$ cat src/common/adc_ctrl_pkg.sv
// Constants, phases and result carrier for the dual-slope converter control
package adc_ctrl_pkg;
    localparam int CLK_PERIOD_NS = 10;
    // Phase lengths are given in clock periods
    localparam logic [12:0] ZERO_CYCLES = 13'd4000;
    localparam logic [12:0] OFFSET_MAX_CYCLES = 13'd800;
    localparam logic [12:0] RAMP_CYCLES = 13'd4000;
    localparam logic [2:0] RESET_HOLD_CYCLES = 3'd5;
    localparam logic [11:0] FULL_SCALE_COUNT = 12'd1999;
    localparam logic [11:0] UNDER_RANGE_COUNT = 12'd180;
    localparam logic [6:0] DIGIT_PERIOD = 7'd80;
    localparam logic [6:0] BLANK_CYCLES = 7'd2;
    localparam int NUM_DIGITS = 4;
    // Register byte addresses
    localparam logic [3:0] CTRL_OFFSET = 4'h0;
    localparam logic [3:0] STATUS_OFFSET = 4'h4;
    localparam logic [3:0] RESULT_OFFSET = 4'h8;
    localparam int CTRL_RESTART_BIT = 0;
    localparam int CTRL_AUTO_UPDATE_BIT = 1;
    localparam logic CTRL_AUTO_UPDATE_RESET = 1'b0;
    localparam logic [1:0] RESP_OKAY = 2'b00;
    localparam logic [1:0] RESP_SLVERR = 2'b10;

    typedef enum logic [2:0] {
        PH_ZERO_FIRST = 3'b000,
        PH_OFFSET = 3'b001,
        PH_ZERO_SECOND = 3'b010,
        PH_RAMP_UP = 3'b011,
        PH_RAMP_DOWN = 3'b100,
        PH_SETTLE = 3'b101
    } phase_e;

    typedef struct packed {
        logic negative;
        logic over;
        logic under;
        logic [3:0] thou;
        logic [3:0] hund;
        logic [3:0] tens;
        logic [3:0] units;
        logic [11:0] count;
    } result_s;
endpackage

$ cat src/hdl/adc_digit_ctrl.sv
// Conversion sequencer, result latches and multiplexed digit scan
//
// Overview of operation
// - Reference low five clocks restarts conversion
// - Update edge before ramp-down loads latches
// - One end-of-conversion pulse per cycle
// - Overrange output low when input exceeds reference
// - Digit select high only for its digit
// - Scan starts at half digit after EOC
// - Two blank clocks between digit selects
// - Digit advances every eighty clocks
// - Digits two to four carry decimal digits
// - Bit three low for leading one
// - Bit two high for positive reading
// - Bit zero flags out of range
// - First digit pattern follows fixed table
// - Clock from oscillator or external source
// - Overrange when count exceeds 1999
// - Underrange when count below 180
// - Six phases, 16002 to 17600 clocks
`timescale 1ns/1ns
`default_nettype none
module adc_digit_ctrl
    import adc_ctrl_pkg::*;
(
    // Clock and reset
    input wire logic aclk,
    input wire logic aresetn,
    // AXI4-Lite slave
    input wire logic [3:0] s_axi_awaddr,
    input wire logic s_axi_awvalid,
    output logic s_axi_awready,
    input wire logic [31:0] s_axi_wdata,
    input wire logic [3:0] s_axi_wstrb,
    input wire logic s_axi_wvalid,
    output logic s_axi_wready,
    output logic [1:0] s_axi_bresp,
    output logic s_axi_bvalid,
    input wire logic s_axi_bready,
    input wire logic [3:0] s_axi_araddr,
    input wire logic s_axi_arvalid,
    output logic s_axi_arready,
    output logic [31:0] s_axi_rdata,
    output logic [1:0] s_axi_rresp,
    output logic s_axi_rvalid,
    input wire logic s_axi_rready,
    // Analog front end
    input wire logic ref_at_neg_in,
    input wire logic comparator_trip_in,
    input wire logic input_negative_in,
    // Display side
    input wire logic display_update_in,
    output logic eoc_out,
    output logic over_range_n,
    output logic digit_select_msd,
    output logic digit_select_second,
    output logic digit_select_third,
    output logic digit_select_lsd,
    output logic bcd_bit_zero,
    output logic bcd_bit_one,
    output logic bcd_bit_two,
    output logic bcd_bit_three
);
    phase_e phase_ff;
    logic [12:0] cnt_ff;
    logic [12:0] offset_ff;
    logic [2:0] ref_low_ff;
    logic restart;
    logic sign_ff;
    logic counting_ff;
    logic [11:0] count_ff;
    logic [3:0] bcd_run_ff [NUM_DIGITS];
    logic [3:0] nxt_bcd [NUM_DIGITS];
    logic du_prev_ff;
    logic armed_ff;
    logic end_cycle;
    result_s result_ff;
    logic [6:0] scan_ff;
    logic [1:0] digit_ff;
    logic [NUM_DIGITS-1:0] sel_ff;
    logic [3:0] bcd_ff;
    logic soft_restart_ff;
    logic auto_update_ff;
    logic [3:0] awaddr_ff;
    logic [7:0] wdata_ff;
    logic [3:0] wstrb_ff;
    logic second_prev_ff;
    logic [6:0] rate_cnt_ff;

    // Reference held low long enough restarts the sequence
    always_ff @(posedge aclk)
    begin
        if (!aresetn || !ref_at_neg_in)
            ref_low_ff <= 3'd0;
        else if (ref_low_ff != RESET_HOLD_CYCLES)
            ref_low_ff <= ref_low_ff + 3'd1;
    end
    assign restart = (ref_at_neg_in && ref_low_ff >= RESET_HOLD_CYCLES - 3'd1)
        || soft_restart_ff;
    assign end_cycle = (phase_ff == PH_SETTLE) && (cnt_ff == RAMP_CYCLES - 13'd1) && !restart;

    // Six-phase conversion sequencer
    always_ff @(posedge aclk)
    begin
        if (!aresetn || restart)
        begin
            phase_ff <= PH_ZERO_FIRST;
            cnt_ff <= 13'd0;
            offset_ff <= 13'd0;
            sign_ff <= 1'b0;
        end
        else
        begin
            cnt_ff <= cnt_ff + 13'd1;
            case (phase_ff)
                PH_ZERO_FIRST, PH_ZERO_SECOND:
                    if (cnt_ff == ZERO_CYCLES - 13'd1)
                    begin
                        phase_ff <= (phase_ff == PH_ZERO_FIRST) ? PH_OFFSET : PH_RAMP_UP;
                        cnt_ff <= 13'd0;
                        sign_ff <= input_negative_in;
                    end
                PH_OFFSET:
                    if (comparator_trip_in || cnt_ff == OFFSET_MAX_CYCLES - 13'd1)
                    begin
                        phase_ff <= PH_ZERO_SECOND;
                        offset_ff <= cnt_ff;
                        cnt_ff <= 13'd0;
                    end
                PH_RAMP_UP:
                    if (cnt_ff == RAMP_CYCLES - 13'd1)
                    begin
                        phase_ff <= PH_RAMP_DOWN;
                        cnt_ff <= 13'd0;
                    end
                PH_RAMP_DOWN:
                    if (cnt_ff >= offset_ff)
                    begin
                        phase_ff <= PH_SETTLE;
                        cnt_ff <= 13'd0;
                    end
                PH_SETTLE:
                    if (end_cycle)
                    begin
                        phase_ff <= PH_ZERO_FIRST;
                        cnt_ff <= 13'd0;
                    end
                default:
                begin
                    phase_ff <= PH_ZERO_FIRST;
                    cnt_ff <= 13'd0;
                end
            endcase
        end
    end

    // Decimal ripple increment of the running count
    always_comb
    begin
        logic carry;
        carry = 1'b1;
        for (int i = NUM_DIGITS - 1; i >= 0; i--)
        begin
            nxt_bcd[i] = bcd_run_ff[i];
            if (carry)
            begin
                nxt_bcd[i] = (bcd_run_ff[i] == 4'h9) ? 4'h0 : bcd_run_ff[i] + 4'h1;
                carry = (bcd_run_ff[i] == 4'h9);
            end
        end
    end

    // Result count runs until the integrator returns to threshold
    always_ff @(posedge aclk)
    begin
        if (!aresetn || restart || phase_ff != PH_SETTLE)
        begin
            counting_ff <= (phase_ff == PH_RAMP_DOWN) && aresetn && !restart;
            count_ff <= 12'd0;
            for (int i = 0; i < NUM_DIGITS; i++)
                bcd_run_ff[i] <= 4'h0;
        end
        else if (counting_ff)
        begin
            counting_ff <= !comparator_trip_in;
            if (!comparator_trip_in)
            begin
                count_ff <= count_ff + 12'd1;
                bcd_run_ff <= nxt_bcd;
            end
        end
    end

    // Update edge arms the latches only before ramp-down
    always_ff @(posedge aclk)
    begin
        if (!aresetn)
        begin
            du_prev_ff <= 1'b0;
            armed_ff <= 1'b0;
        end
        else
        begin
            du_prev_ff <= display_update_in;
            if (display_update_in && !du_prev_ff && phase_ff < PH_RAMP_DOWN)
                armed_ff <= 1'b1;
            else if (end_cycle || restart)
                armed_ff <= 1'b0;
        end
    end

    // Output latches and end-of-conversion pulse
    always_ff @(posedge aclk)
    begin
        if (!aresetn)
        begin
            result_ff <= '0;
            over_range_n <= 1'b1;
            eoc_out <= 1'b0;
        end
        else
        begin
            eoc_out <= end_cycle;
            if (end_cycle && (armed_ff || auto_update_ff))
            begin
                result_ff.negative <= sign_ff;
                result_ff.over <= count_ff > FULL_SCALE_COUNT;
                result_ff.under <= count_ff < UNDER_RANGE_COUNT;
                result_ff.thou <= bcd_run_ff[0];
                result_ff.hund <= bcd_run_ff[1];
                result_ff.tens <= bcd_run_ff[2];
                result_ff.units <= bcd_run_ff[3];
                result_ff.count <= count_ff;
                over_range_n <= !(count_ff > FULL_SCALE_COUNT);
            end
        end
    end

    // Digit scan, restarted at the half digit by each conversion end
    always_ff @(posedge aclk)
    begin
        if (!aresetn || end_cycle)
        begin
            scan_ff <= 7'd0;
            digit_ff <= 2'd0;
        end
        else if (scan_ff == DIGIT_PERIOD - 7'd1)
        begin
            scan_ff <= 7'd0;
            digit_ff <= digit_ff + 2'd1;
        end
        else
            scan_ff <= scan_ff + 7'd1;
    end

    generate
        for (genvar d = 0; d < NUM_DIGITS; d++)
        begin : g_sel
            always_ff @(posedge aclk)
            begin
                if (!aresetn || end_cycle)
                    sel_ff[d] <= 1'b0;
                else
                    sel_ff[d] <= (digit_ff == 2'(d)) && (scan_ff >= BLANK_CYCLES);
            end
        end
    endgenerate
    assign digit_select_msd = sel_ff[0];
    assign digit_select_second = sel_ff[1];
    assign digit_select_third = sel_ff[2];
    assign digit_select_lsd = sel_ff[3];

    // Data changes only at scan position zero, inside the blank gap
    always_ff @(posedge aclk)
    begin
        if (!aresetn)
            bcd_ff <= 4'h0;
        else if (scan_ff == 7'd0)
            case (digit_ff)
                2'd0: bcd_ff <= {!(result_ff.over || result_ff.thou == 4'h1),
                    !result_ff.negative,
                    result_ff.over || result_ff.thou != 4'h1,
                    result_ff.over || result_ff.under};
                2'd1: bcd_ff <= result_ff.hund;
                2'd2: bcd_ff <= result_ff.tens;
                2'd3: bcd_ff <= result_ff.units;
                default: bcd_ff <= 4'h0;
            endcase
    end
    assign {bcd_bit_three, bcd_bit_two, bcd_bit_one, bcd_bit_zero} = bcd_ff;

    // AXI4-Lite write channel; address and data taken in either order
    always_ff @(posedge aclk)
    begin
        if (!aresetn)
        begin
            s_axi_awready <= 1'b1;
            s_axi_wready <= 1'b1;
            s_axi_bvalid <= 1'b0;
            s_axi_bresp <= RESP_OKAY;
            soft_restart_ff <= 1'b0;
            auto_update_ff <= CTRL_AUTO_UPDATE_RESET;
        end
        else
        begin
            soft_restart_ff <= 1'b0;
            if (s_axi_awvalid && s_axi_awready)
                s_axi_awready <= 1'b0;
            if (s_axi_wvalid && s_axi_wready)
                s_axi_wready <= 1'b0;
            if (!s_axi_awready && !s_axi_wready && !s_axi_bvalid)
            begin
                s_axi_bvalid <= 1'b1;
                s_axi_bresp <= RESP_SLVERR;
                if (awaddr_ff == CTRL_OFFSET)
                begin
                    s_axi_bresp <= RESP_OKAY;
                    if (wstrb_ff[0])
                    begin
                        soft_restart_ff <= wdata_ff[CTRL_RESTART_BIT];
                        auto_update_ff <= wdata_ff[CTRL_AUTO_UPDATE_BIT];
                    end
                end
                else if (awaddr_ff == STATUS_OFFSET || awaddr_ff == RESULT_OFFSET)
                    s_axi_bresp <= RESP_OKAY;
            end
            if (s_axi_bvalid && s_axi_bready)
            begin
                s_axi_bvalid <= 1'b0;
                s_axi_awready <= 1'b1;
                s_axi_wready <= 1'b1;
            end
        end
    end

    always_ff @(posedge aclk)
    begin
        if (!aresetn)
        begin
            awaddr_ff <= 4'h0;
            wdata_ff <= 8'h00;
            wstrb_ff <= 4'h0;
        end
        else
        begin
            if (s_axi_awvalid && s_axi_awready)
                awaddr_ff <= {s_axi_awaddr[3:2], 2'b00};
            if (s_axi_wvalid && s_axi_wready)
            begin
                wdata_ff <= s_axi_wdata[7:0];
                wstrb_ff <= s_axi_wstrb;
            end
        end
    end

    // AXI4-Lite read channel, answer one cycle after the address
    always_ff @(posedge aclk)
    begin
        if (!aresetn)
        begin
            s_axi_arready <= 1'b1;
            s_axi_rvalid <= 1'b0;
            s_axi_rdata <= 32'h0000_0000;
            s_axi_rresp <= RESP_OKAY;
        end
        else if (s_axi_arvalid && s_axi_arready)
        begin
            s_axi_arready <= 1'b0;
            s_axi_rvalid <= 1'b1;
            s_axi_rresp <= RESP_OKAY;
            case ({s_axi_araddr[3:2], 2'b00})
                CTRL_OFFSET: s_axi_rdata <= {30'd0, auto_update_ff, 1'b0};
                STATUS_OFFSET: s_axi_rdata <= {26'd0, digit_ff, armed_ff, phase_ff};
                RESULT_OFFSET: s_axi_rdata <= {17'd0, result_ff.under, result_ff.over,
                    result_ff.negative, result_ff.count};
                default:
                begin
                    s_axi_rdata <= 32'h0000_0000;
                    s_axi_rresp <= RESP_SLVERR;
                end
            endcase
        end
        else if (s_axi_rvalid && s_axi_rready)
        begin
            s_axi_rvalid <= 1'b0;
            s_axi_arready <= 1'b1;
        end
    end

    a_hold_restarts: assert property (@(posedge aclk) disable iff (!aresetn)
        ref_at_neg_in [*5] |=> (phase_ff == PH_ZERO_FIRST && cnt_ff == 13'd0))
        else $error("reference hold did not restart conversion");
    a_eoc_single_pulse: assert property (@(posedge aclk) disable iff (!aresetn)
        eoc_out |=> !eoc_out [*3])
        else $error("end of conversion pulse too long");
    a_eoc_at_end: assert property (@(posedge aclk) disable iff (!aresetn)
        (phase_ff == PH_SETTLE && cnt_ff == RAMP_CYCLES - 13'd1 && !restart)
        |=> eoc_out && phase_ff == PH_ZERO_FIRST)
        else $error("conversion end without pulse");
    a_select_onehot: assert property (@(posedge aclk) disable iff (!aresetn)
        $onehot0(sel_ff))
        else $error("more than one digit selected");
    a_bcd_stable_sel: assert property (@(posedge aclk) disable iff (!aresetn)
        (sel_ff != 4'h0 && $past(sel_ff) == sel_ff) |-> $stable(bcd_ff))
        else $error("data changed while digit selected");
    // A conversion end inside the gap restarts the scan and lengthens the gap
    a_blank_gap_two: assert property (@(posedge aclk) disable iff (!aresetn)
        ($fell(|sel_ff) && !eoc_out) |-> (sel_ff == 4'h0) ##1 (sel_ff == 4'h0)
        ##1 (sel_ff != 4'h0 || eoc_out || $past(eoc_out)))
        else $error("blanking gap not two clocks");
    a_msd_after_eoc: assert property (@(posedge aclk) disable iff (!aresetn)
        eoc_out |-> ##3 digit_select_msd)
        else $error("half digit not first after conversion end");
    a_msd_code: assert property (@(posedge aclk) disable iff (!aresetn)
        digit_select_msd |-> (bcd_bit_zero == (result_ff.over || result_ff.under)
        && bcd_bit_two == !result_ff.negative))
        else $error("half digit pattern wrong");
    // Cycles since the second digit rose; a scan restart voids the count
    always_ff @(posedge aclk)
    begin
        second_prev_ff <= digit_select_second;
        if (!aresetn || eoc_out)
            rate_cnt_ff <= 7'h00;
        else if (digit_select_second && !second_prev_ff)
            rate_cnt_ff <= 7'h01;
        else if (rate_cnt_ff != 7'h00 && rate_cnt_ff != 7'h7F)
            rate_cnt_ff <= rate_cnt_ff + 7'h01;
    end
    a_mux_rate: assert property (@(posedge aclk) disable iff (!aresetn)
        ($rose(digit_select_third) && rate_cnt_ff != 7'h00) |-> rate_cnt_ff == DIGIT_PERIOD)
        else $error("digit period not eighty clocks");
endmodule // adc_digit_ctrl
`default_nettype wire

$ cat config.mk
export PLATFORM = sky130hd
export DESIGN_NAME = adc_digit_ctrl
export DESIGN_NICKNAME = d
export VERILOG_FILES = /design/src/common/adc_ctrl_pkg.sv /design/src/hdl/adc_digit_ctrl.sv
export SDC_FILE = /design/constraint.sdc
export NUM_CORES = 1
export LEC_CHECK = 0
export BUFFER_PORTS_ARGS = -buffer_cell sky130_fd_sc_hd__buf_2
export CAP_MARGIN = 20
export CORE_AREA = 2 2 133 148
export CTS_BUF_LIST = sky130_fd_sc_hd__clkbuf_8
export DETAILED_ROUTE_END_ITERATION = 7
export DIE_AREA = 0 0 135 150
export SLEW_MARGIN = 20
export SYNTH_ARGS = -nofsm -noshare
export SYNTH_HDL_FRONTEND = slang
export SYNTH_SLANG_ARGS = --single-unit
$ cat constraint.sdc
create_clock -name aclk -period 5.9 [get_ports aclk]
set_input_delay 0.59 -clock aclk [delete_from_list [all_inputs] [get_ports aclk]]
set_output_delay 0.59 -clock aclk [all_outputs]
set_load 0.005 [all_outputs]
# Word level (Yosys, flattened, before mapping)
# Cells that the tools add are included.
# classes
magnitude_cmp	6
shift	0
n_bitwise	2
add_sub_neg	9
div	0
n_reduce_logical	63
mul	0
eq_ne	28
muxes	31
# op_table
op	count
$mux 13	4
$pmux 13 s4	1
$pmux 15 s3	1
$logic_and 1x1->1	19
$add 4x1->4 const B	4
$eq 4x4->1 const B	4
$mux 4	4
$pmux 4 s4	1
$mux 3	5
$pmux 3 s5	1
$add 13x1->13 const B	1
$eq 13x10->1 const B	1
$eq 13x12->1 const B	1
$ge 13x13->1	1
$add 12x1->12 const B	1
$gt 12x11->1 const B	1
$logic_or 1x1->1	12
$lt 12x8->1 const B	1
$reduce_and 3->1	4
$logic_not 1->1	11
$mux 1	10
$ne 2x2->1 const B	5
$eq 2x2->1 const B	4
$mux 2	4
25 further kinds	38
# word_totals
mem_bits_rw	0
latch_bits	0
reg_bits	162
output_inout_bits	51
n_memories	0
input_bits	55
mem_bits_ro	0

# Depth between registers and ports, before layout
# Gate-level depths: netlist of the first run.
# depth
word_depth	8
ltp_mapped	9
ltp_nobuf	8

# Least setup slack after synthesis of the first run
# No wires, ideal clock.
# synth_path
path_type	register -> register
startpoint	register cnt_ff[0]
endpoint	register cnt_ff[2]
path_stages_with_launch	9
setup_ps	115
arrival_time_ps	1925
path_slack_ps	3860
path_cell_list	dfxtp_1 -> ha_1 -> and4_1 -> a41oi_1 -> a22o_1 -> or3_4 -> o21ai_2 -> buf_4 -> nor2_1
# synth_between
elab_chain_len	5
elab_cells_between_ends	12
classes_between	add/sub (1); order compare (1); eq/ne (2); mux (5); reduce/logical (3)
# synth_lines
element	line_no	rtl
from (decl)	adc_digit_ctrl.sv:65	logic [12:0] cnt_ff;
from (signal assigned)	adc_digit_ctrl.sv:114	cnt_ff <= cnt_ff + 13'd1;
parallel branches: the longest is 4 deep, another holds $add 13x1->13	-	
$pmux 13 s4 (*)	adc_digit_ctrl.sv:115	case (phase_ff)
# Every way passes the cells marked *.
# A chain may end at the register's enable or synchronous reset.

# Worst setup path in the final report of the first run
# layout_path
startpoint	register cnt_ff[0]
endpoint	register cnt_ff[7]
# The elaborated chain is that of the path after synthesis.

==> results by group, run 1 <==
Clock tree
  – # resized after CTS: 0
  – Setup repair bufs after CTS: 0
  – TritonCTS clock tree: done
  – CTS clk-pin slew, worst paths: 0.08 ns
  – Hold buffers post-CTS: 0
  – CTS Buf Count: 17
  – Htree depth: 4
  – CTS root buf: clkbuf_8
  – Sink Count: between 100 and 150
  – Clk_lat worst skew: 0.45 ns
  – Clock tree buffer depth: 2

Yosys
  – FFs w/ async S/R, synth: 0%
  – Number of synthesized register bits: between 100 and 150
  – Syn Inst Count: 735
  – Sequential area share after synthesis: 44.6%
  – Mapped Area: 6420 sq um
  – Main area contributors after synthesis: dfxtp_1 45%, nand2_1 5.7%, nor2_1 5.3%, ha_1 4.9%, a21boi_0 4.4%
  – Number of synthesized flops with an enable pin: 0
  – Top cell type by total area after synthesis: dfxtp_1
  – Top FF cell, synth: dfxtp_1
  – Mapped Avg Cell Area: 8.73 sq um
  – Post-synth cell types: 57
  – Top cell type's share of synthesized area: 44.6%
  – Synth warnings: 0

Route
  – Vias per inst: 4.67
  – TritonRoute pass-1 iters: 4
  – Via Count: ~4800
  – Total wire length: 13600 um
  – Drt first-iter violations: 294
  – DRC Markers: 0
  – Final ANT Viol Nets: 0
  – DR WL/cell: 13.2 um

Setup path
  – Critical path fanouts, max: 13
  – Worst Path Arrival: 2.96 ns
  – Worst Setup End Kind: register
  – Crit path launch type: register
  – Critical Setup Path Class: reg -> reg
  – Req. time, crit path: roughly 6.2 ns

STA
  – Slew HR: 37.8%
  – Final setup TNS: 0 ns
  – Skew final: 0.0112 ns
  – Final setup margin: 3.27 ns
  – Worst slew pin tran: 0.931 ns
  – Crit share post-route: 44.7%
  – Fmax: 380 MHz
  – Tmin final: 2.64 ns
  – Min Hold Slack: 0.379 ns
  – Final Hold Viols: 0
  – Final setup viols: 0
  – Unrepaired setup endpoints after global routing: false
  – Max Slew Vio Count: 0

Floorplan
  – Width of the chip: 135 um
  – Die H: 150 um
  – Initial core utilization: 34.1%
  – Io pins: 106
  – Die footprint: 20300 sq um
  – Row count: 53
  – Core Box Area: 18800 sq um

Place
  – Hpwl dp: 9490 um
  – Cell total after placement: 1004
  – Buffers on Ports: slightly below 50
  – Area after DPL: 6810 sq um
  – Pre-CTS setup slack: 3.32 ns
  – GP Congestion: approximately 0.78

Layout
  – Most frequent cells in the layout: 143 x dfxtp_1, 97 x nand2_1, 90 x nor2_1
  – Nets: 856
  – Util after Layout: 38.2%
  – Design Area, Final: 7200 sq um
  – Post-Layout Cell Count: 1036
  – Register area: 2860 sq um
  – FILL cells: 1985
  – Fraction of layout cells with a size suffix above 1: approximately an eighth
  – Antenna Cells: 0
  – Most common cell after layout, fill and taps aside: dfxtp_1
  – Layout area overhead: 12.2%
  – Area of the multi-input gates: 3240 sq um

Power
  – Peak supply drop: between 0.1 and 0.15 mV
  – PD cells: 280 nW/um^2
  – Sequential Power Share: 51.6%
  – Cell leakage power: 2.66 nW
  – Sw frac: 27.2%
  – Clock power frac: between 30% and 40%
  – Total power: 2.01 mW
  – Gate power share: 11.3%
  – Sw Pwr: 548 uW
  – Int Pwr: 1.47 mW

Global route
  – First-pass GRT wire length: 22600 um
  – Initial antenna violation count: 0
  – Remaining global-route overflow: 0
  – GRT Overall Usage: 14.2%
  – Number of global-route vias before repair: 4581
  – Largest net degree at the start of global routing: 45

Job
  – # Max-Cap Violations: 0

Min path
  – Hold Crit Class: in -> reg

Outcome
  – Outcome: finished, final reports clean
-- registers in the layout, summed over array words and instances, names as in the netlist, 2 cells and up --
signal and flops:
result_ff 31, bcd_run_ff 16, s_axi_rdata 15, cnt_ff 13
offset_ff 13, count_ff 12, scan_ff 7, bcd_ff 4
phase_ff 3, ref_low_ff 3, awaddr_ff 2, digit_ff 2
wdata_ff 2
-- worst max-delay path, cell delays in order (launching register included) --
cell      delay (ns)
dfxtp_1         0.42
ha_1            0.23
and4_1          0.29
nand2_1         0.14
nor3_1          0.53
a21boi_1        0.24
o21ai_2         0.55
nor2_1          0.10
-- kinds of logic (layout without fill, tap and decap cells) --
kind of cell	after synthesis	count (layout)	share of synthesized area, %
AND/OR/NAND/NOR	314	314	23.9
flip-flops	143	143	44.6
AO/OA/AOI/OAI	117	117	12.7
buffers and inverters	81	117	6.03
XOR/XNOR	34	34	4.64
adder cells (fa/ha/maj)	25	25	4.88
multiplexers	20	20	3.14
other	1	19	0.0584
-- final timing paths --
check                                         startpoint                          to  slack (ns)  depth (start not counted)
worst min register to register  wdata_ff[0]$_SDFFE_PN0P_  soft_restart_ff$_SDFF_PN0_        0.44                          2
worst min-delay path                        s_axi_wvalid   s_axi_wready$_SDFFE_PP1P_        0.38                          2
worst max-delay path                cnt_ff[0]$_SDFF_PP0_        cnt_ff[7]$_SDFF_PP0_        3.27                          7
worst max register to register      cnt_ff[0]$_SDFF_PP0_        cnt_ff[7]$_SDFF_PP0_        3.27                          7
-- routing by layer --
| metal | up-vias | wire [um] | GRT usage [%] |
|---|---|---|---|
| li1 | 2536 | - | - |
| met1 | 2215 | 6430 | 17.7 |
| met2 | 70 | 6320 | 23.0 |
| met3 | 17 | 666 | 4.57 |
| met4 | 0 | 214 | 5.26 |
| met5 | - | 0 | 0 |
-- cell type report --
cell class                      count  share of cell area [%]
Clock buffer                       20                    3.82
Sequential cell                   143                    39.8
Clock inverter                     12                    1.53
Tap cell                          247                    4.29
Multi-Input combinational cell    529                    45.0
Inverter                           31                    1.62
Timing Repair Buffer               54                    3.93
-- synthesized netlist by cell type, drive strengths merged (6+ instances only) --
| cell | n |
|---|---|
| dfxtp | 143 |
| nand2 | 98 |
| nor2 | 90 |
| a21boi | 39 |
| inv | 31 |
| nor2b | 31 |
| buf | 27 |
| ha | 25 |
| clkbuf | 23 |
| nand3 | 22 |
| o21ai | 22 |
| xor2 | 21 |
| mux2i | 19 |
| a21oi | 16 |
| xnor2 | 13 |
| a22oi | 11 |
| nor3b | 11 |
| and2 | 9 |
| nor3 | 9 |
| nand4 | 8 |
| or3 | 6 |
-- power groups by stage --
| stage | Sequential, mW | Combinational, mW | Clock (mW) |
|---|---|---|---|
| after floorplan | 1.04 | 0.196 | 0 |
| after global placement | 1.06 | 0.228 | 0 |
| after detailed placement | 1.06 | 0.230 | 0 |
| after CTS | 1.04 | 0.231 | 0.771 |
| after global routing | 1.05 | 0.260 | 0.809 |
| final | 1.04 | 0.228 | 0.748 |
Power figures use the tool's default switching activity.
==> run 2, diff against run 1 <==
==> constraint.sdc (replaced) <==
create_clock -name aclk -period 2.5 [get_ports aclk]
set_input_delay 0.25 -clock aclk [delete_from_list [all_inputs] [get_ports aclk]]
set_output_delay 0.25 -clock aclk [all_outputs]
set_load 0.005 [all_outputs]
==> results by group, run 2 (synthesis gave the netlist of run 1 again) <==
Setup path
  – Req. time, crit path: between 2 and 3 ns
  – FF-to-FF path depth: 8
  – Worst Setup End Kind: register
  – Setup slack, reg-to-reg: 0.24 ns
  – Critical Setup Path Class: reg -> reg
  – Reg2reg end: cnt_ff[3]$_SDFF_PP0_
  – Reg-to-reg startpoint: cnt_ff[0]$_SDFF_PP0_
  – Critical path fanouts, max: 13
  – Worst Path Arrival: 2.60 ns
  – Crit path launch type: register

Floorplan
  – Initial core utilization: about a third
  – Core Box Area: 18800 sq um
  – Die footprint: 20300 sq um
  – Width of the chip: 135 um
  – Die H: 150 um
  – Row count: 53
  – Io pins: 106

Layout
  – Fraction of layout cells with a size suffix above 1: 12.6%
  – Max reg flops: 31
  – Most frequent cells in the layout: 143 x dfxtp_1, 98 x nand2_1, 90 x nor2_1
  – Most common cell after layout, fill and taps aside: dfxtp_1
  – Largest registers: result_ff: 31 flops, bcd_run_ff: 16 flops, s_axi_rdata: 15 flops
  – Util after Layout: approximately 39%
  – Nets: between 800 and 900
  – Antenna Cells: 0
  – Most flop-heavy register: result_ff
  – Layout area overhead: 13.8%
  – Design Area, Final: 7300 sq um

Route
  – Via Count: 4905
  – Drt first-iter violations: approximately 180
  – Total wire length: 13600 um
  – Vias per inst: 4.68
  – Final ANT Viol Nets: 0
  – DR WL/cell: between 10 and 15 um
  – DRC Markers: 0
  – TritonRoute pass-1 iters: 5

STA
  – Fmax: 443 MHz
  – Max Slew Vio Count: 0
  – Slew HR: 55.8%
  – Crit share post-route: approximately nine tenths
  – Final setup viols: 0
  – Min Hold Slack: 0.0269 ns
  – Unrepaired setup endpoints after global routing: false
  – Final setup TNS: 0 ns
  – Worst slew pin tran: 0.661 ns
  – Tmin final: 2.26 ns
  – Final setup margin: ~0.24 ns
  – Final Hold Viols: 0
  – Skew final: approximately 0.014 ns

Clock tree
  – TritonCTS clock tree: done
  – Htree depth: 4
  – # resized after CTS: 0
  – Hold buffers post-CTS: 0
  – Sink Count: 143
  – CTS Buf Count: 17
  – CTS root buf: clkbuf_8
  – CTS clk-pin slew, worst paths: 0.08 ns
  – Setup repair bufs after CTS: 0
  – Clk_lat worst skew: 0.45 ns
  – Clock tree buffer depth: 2

Global route
  – Initial antenna violation count: 0
  – Layer with the highest usage: met2
  – Largest net degree at the start of global routing: 31
  – GRT met2 Usage: 22.7%
  – Met1 Track Usage GR: 17.1%
  – Remaining global-route overflow: 0
  – Number of global-route vias before repair: 4425
  – Met3 usage: under 10%
  – First-pass GRT wire length: 21900 um
  – GRT Overall Usage: between 10% and 20%

Min path
  – Min-Delay Endpoint: s_axi_awready$_SDFFE_PP1P_
  – Hold Crit Class: in -> reg
  – Hold Crit Start: s_axi_awvalid
  – Hold path depth: 2

Place
  – Buffers on Ports: 49
  – Pre-CTS setup slack: 0.273 ns
  – Hpwl dp: 9730 um
  – GP Congestion: 0.795
  – Area after DPL: 6890 sq um

Outcome
  – Outcome: finished, final reports clean

Power
  – Cell leakage power: 2.75 nW
  – PD cells: a little under 700 nW/um^2
  – Peak supply drop: 0.377 mV

Job
  – # Max-Cap Violations: 0
## run 2: cell types whose count changed in the layout (fill, tap and decap cells not counted), sizes merged
cell / delta
clkinvlp: -4
bufinv: +2
inv: +1
buf: +11
clkinv: +2
clkbuf: -1
## run 2: worst max path at each step
stage                         start              endpoint  slack, ns  depth (start not counted)
6_report       cnt_ff[0]$_SDFF_PP0_  cnt_ff[3]$_SDFF_PP0_       0.24                          8
5_1_grt        cnt_ff[0]$_SDFF_PP0_  cnt_ff[3]$_SDFF_PP0_       0.09                          8
4_1_cts        cnt_ff[0]$_SDFF_PP0_  cnt_ff[3]$_SDFF_PP0_       0.24                          8
3_5_place_dp   cnt_ff[0]$_SDFF_PP0_  cnt_ff[2]$_SDFF_PP0_       0.27                          8
3_3_place_gp   cnt_ff[0]$_SDFF_PP0_  cnt_ff[9]$_SDFF_PP0_       0.31                          8
2_1_floorplan  cnt_ff[0]$_SDFF_PP0_  cnt_ff[2]$_SDFF_PP0_       0.46                          8
## run 2: through the flow
step | total power, mW | std cells
after floorplan | 2.92 | 753
after global placement | 3.08 | 1015
after detailed placement | 3.07 | 1015
after CTS | 4.98 | 1047
after global routing | 5.16 | 1047
final | 4.92 | 1047
## run 2: worst max-delay path, stage by stage (launching register included)
cell and delay [ns]:
dfxtp_1 0.43, ha_1 0.23, and4_1 0.30, nand4bb_1 0.16
a22o_1 0.27, or3_4 0.36, o21ai_2 0.12, buf_4 0.21
nor2_1 0.06
## run 2: cell type report
cell class                      count  area [sq um]
Sequential cell                   143          2860
Clock inverter                     13           148
Clock buffer                       19           262
Tap cell                          247           309
Multi-Input combinational cell    529          3240
Timing Repair Buffer               65           365
Fill cell                        1928         11500
Inverter                           31           116
## run 2: report_power, final
part / switching [mW] / total (mW) / internal, mW
logic: 0.316 / 0.576 / 0.260
clock network: 0.871 / 1.90 / 1.03
registers: 0.0888 / 2.44 / 2.36
total: 1.28 / 4.92 / 3.64
## run 2: metal layers
layer  share of wire, %  routed length [um]
met1                 47                6450
met2                 47                6380
met3                4.6                 628
met4                1.1                 146
met5                  0                   0
==> run 3, diff against run 2 <==
--- a/config.mk
+++ b/config.mk
@@ -8,9 +8,10 @@
 export BUFFER_PORTS_ARGS = -buffer_cell sky130_fd_sc_hd__buf_2
 export CAP_MARGIN = 20
 export CORE_AREA = 2 2 133 148
-export CTS_BUF_LIST = sky130_fd_sc_hd__clkbuf_8
+export CTS_BUF_LIST = sky130_fd_sc_hd__clkbuf_8 sky130_fd_sc_hd__clkbuf_16
 export DETAILED_ROUTE_END_ITERATION = 7
 export DIE_AREA = 0 0 135 150
+export GPL_TIMING_DRIVEN = 0
 export SLEW_MARGIN = 20
 export SYNTH_ARGS = -nofsm -noshare
 export SYNTH_HDL_FRONTEND = slang
==> results by group, run 3 (synthesis gave the netlist of run 1 again) <==
Floorplan
  – Io pins: 106
  – Die H: 150 um
  – Width of the chip: approximately 140 um
  – Initial core utilization: between 30 and 40%
  – Core Box Area: 18800 sq um
  – Row count: 53
  – Die footprint: roughly 20000 sq um

Setup path
  – Req. time, crit path: 2.81 ns
  – Cell breakdown of the critical path: ha_1, and4_2, a41oi_1, a22o_1, or3_4, o21ai_4, buf_4, nor2_1
  – Crit path max-delay cell type: dfxtp_1
  – Reg-to-reg startpoint: cnt_ff[0]$_SDFF_PP0_
  – Critical path fanouts, max: 10
  – Worst path max stage delay: 0.42 ns
  – Crit path launch: cnt_ff[0]$_SDFF_PP0_
  – Worst Setup End Kind: register
  – Crit path launch type: register
  – Crit path max-delay family: simple AND/OR/NAND/NOR gates
  – Critical Setup Path Class: reg -> reg
  – Worst Path Arrival: between 2 and 3 ns
  – WP buf/inv: 1

Layout
  – Most flop-heavy register: result_ff
  – Nets: 901
  – Fraction of layout cells with a size suffix above 1: 13.8%
  – Most common cell after layout, fill and taps aside: dfxtp_1
  – Layout area overhead: 19.3%
  – Max reg flops: 31
  – Most frequent cells in the layout: 143 x dfxtp_1, 98 x nand2_1, 90 x nor2_1
  – Largest registers: result_ff: 31 flops, bcd_run_ff: 16 flops, s_axi_rdata: 15 flops
  – Design Area, Final: 7650 sq um
  – Antenna Cells: 0

Power
  – Sequential Power Share: 43.4%
  – Sw frac: 24.9%
  – Cell leakage power: 2.91 nW
  – Peak supply drop: 0.436 mV
  – Clock power frac: 45.2%
  – Sw Pwr: 1.39 mW
  – Int Pwr: 4.20 mW
  – Gate power share: 11.4%
  – PD cells: 730 nW/um^2

Place
  – Area after DPL: 7030 sq um
  – GP Congestion: 0.754
  – Buffers on Ports: 48
  – Hpwl dp: 11000 um

Clock tree
  – Clock tree buffer depth: 2
  – Sink Count: 143
  – CTS clk-pin slew, worst paths: 0.06 ns
  – CTS root buf: clkbuf_16
  – Clk_lat worst skew: 0.42 ns
  – Htree depth: 4
  – CTS Buf Count: 17
  – TritonCTS clock tree: done
  – Hold buffers post-CTS: 0

Global route
  – First-pass GRT wire length: 24100 um
  – Initial antenna violation count: 1
  – Largest net degree at the start of global routing: 17
  – Number of global-route vias before repair: 4630
  – Remaining global-route overflow: 0
  – GRT Overall Usage: 15.5%

Route
  – DR WL/cell: about 14 um
  – Drt first-iter violations: between 300 and 400
  – Total wire length: 15100 um
  – Vias per inst: 4.71
  – TritonRoute pass-1 iters: 7
  – Via Count: 5088
  – Final ANT Viol Nets: 0
  – DRC Markers: 0

STA
  – Crit share post-route: between 90% and 100%
  – Final Hold Viols: 0
  – Min Hold Slack: 0.0612 ns
  – Worst slew pin tran: 0.674 ns
  – Final setup viols: 0
  – Final setup TNS: 0 ns
  – Max Slew Vio Count: 0
  – Tmin final: 2.34 ns
  – Skew final: 0.00972 ns
  – Fmax: 428 MHz
  – Unrepaired setup endpoints after global routing: false
  – Slew HR: 55.0%

Job
  – # Max-Cap Violations: 0

Min path
  – Hold Crit Start: s_axi_awvalid
  – Hold Crit Class: in -> reg

Outcome
  – Outcome: finished, final reports clean
-- run 3: cell count changes in the layout (fill, tap and decap cells not counted), sizes merged --
cell and delta:
clkbuf +21, buf +11, clkinvlp +5, clkinv -3
-- run 3: worst paths after layout --
check             slack, ns  depth (start not counted)                         end
hold reg to reg        0.43                          2  soft_restart_ff$_SDFF_PN0_
setup reg to reg       0.16                          8        cnt_ff[9]$_SDFF_PP0_
hold / removal         0.06                          2  s_axi_awready$_SDFFE_PP1P_
setup / recovery       0.16                          8        cnt_ff[9]$_SDFF_PP0_
-- run 3: cell type report --
class / count / area [sq um]
clock buffer: 17 / 425
multi-input combinational: 529 / 3250
timing repair buffer: 49 / 248
sequential: 143 / 2860
tap: 247 / 309
inverter: 31 / 116
clock inverter: 15 / 171
buffer: 50 / 273
fill: 1890 / 11200
-- run 3: layer usage --
metal | vias to the layer above | share of wire, % | GRT usage (%)
li1 | 2644 | - | -
met1 | 2322 | 47 | 19.8
met2 | 106 | 47 | 25.2
met3 | 14 | 5.0 | 4.13
met4 | 2 | 1.4 | 5.68
met5 | - | 0.086 | 0
-- run 3: stage by stage --
| step | worst slack [ns] | instances | utilization, % | power (mW) |
|---|---|---|---|---|
| 6_report | 0.164 | 1081 | 40.6 | 5.59 |
| 5_1_grt | 0.0273 | 1081 | 40.6 | 5.86 |
| 4_1_cts | 0.0778 | 1081 | 40.6 | 5.65 |
| 3_5_place_dp | -0.0142 | 1048 | 37.3 | 3.11 |
| 3_3_place_gp | 0.00573 | 1048 | 37.3 | 3.10 |
| 2_1_floorplan | 0.460 | 753 | - | 2.92 |
-- run 3: timing repair --
item | CTS | global route
setup endpoints to repair | 10 | 21
buffers inserted | 1 | 0
resized for setup | 1 | 6
-- run 3: worst register-to-register path, stage by stage, from the launching register on --
cell and delay [ns]:
dfxtp_1 0.42, ha_1 0.24, and4_2 0.30, a41oi_1 0.16, a22o_1 0.26, or3_4 0.37, o21ai_4 0.20, buf_4 0.21
nor2_1 0.06
-- run 3: power groups by stage --
stage | registers (mW) | logic [mW] | clock network, mW
2_1_floorplan | 2.46 | 0.462 | 0
3_3_place_gp | 2.48 | 0.621 | 0
3_5_place_dp | 2.48 | 0.629 | 0
4_1_cts | 2.43 | 0.630 | 2.59
5_1_grt | 2.44 | 0.719 | 2.70
6_report | 2.43 | 0.635 | 2.53
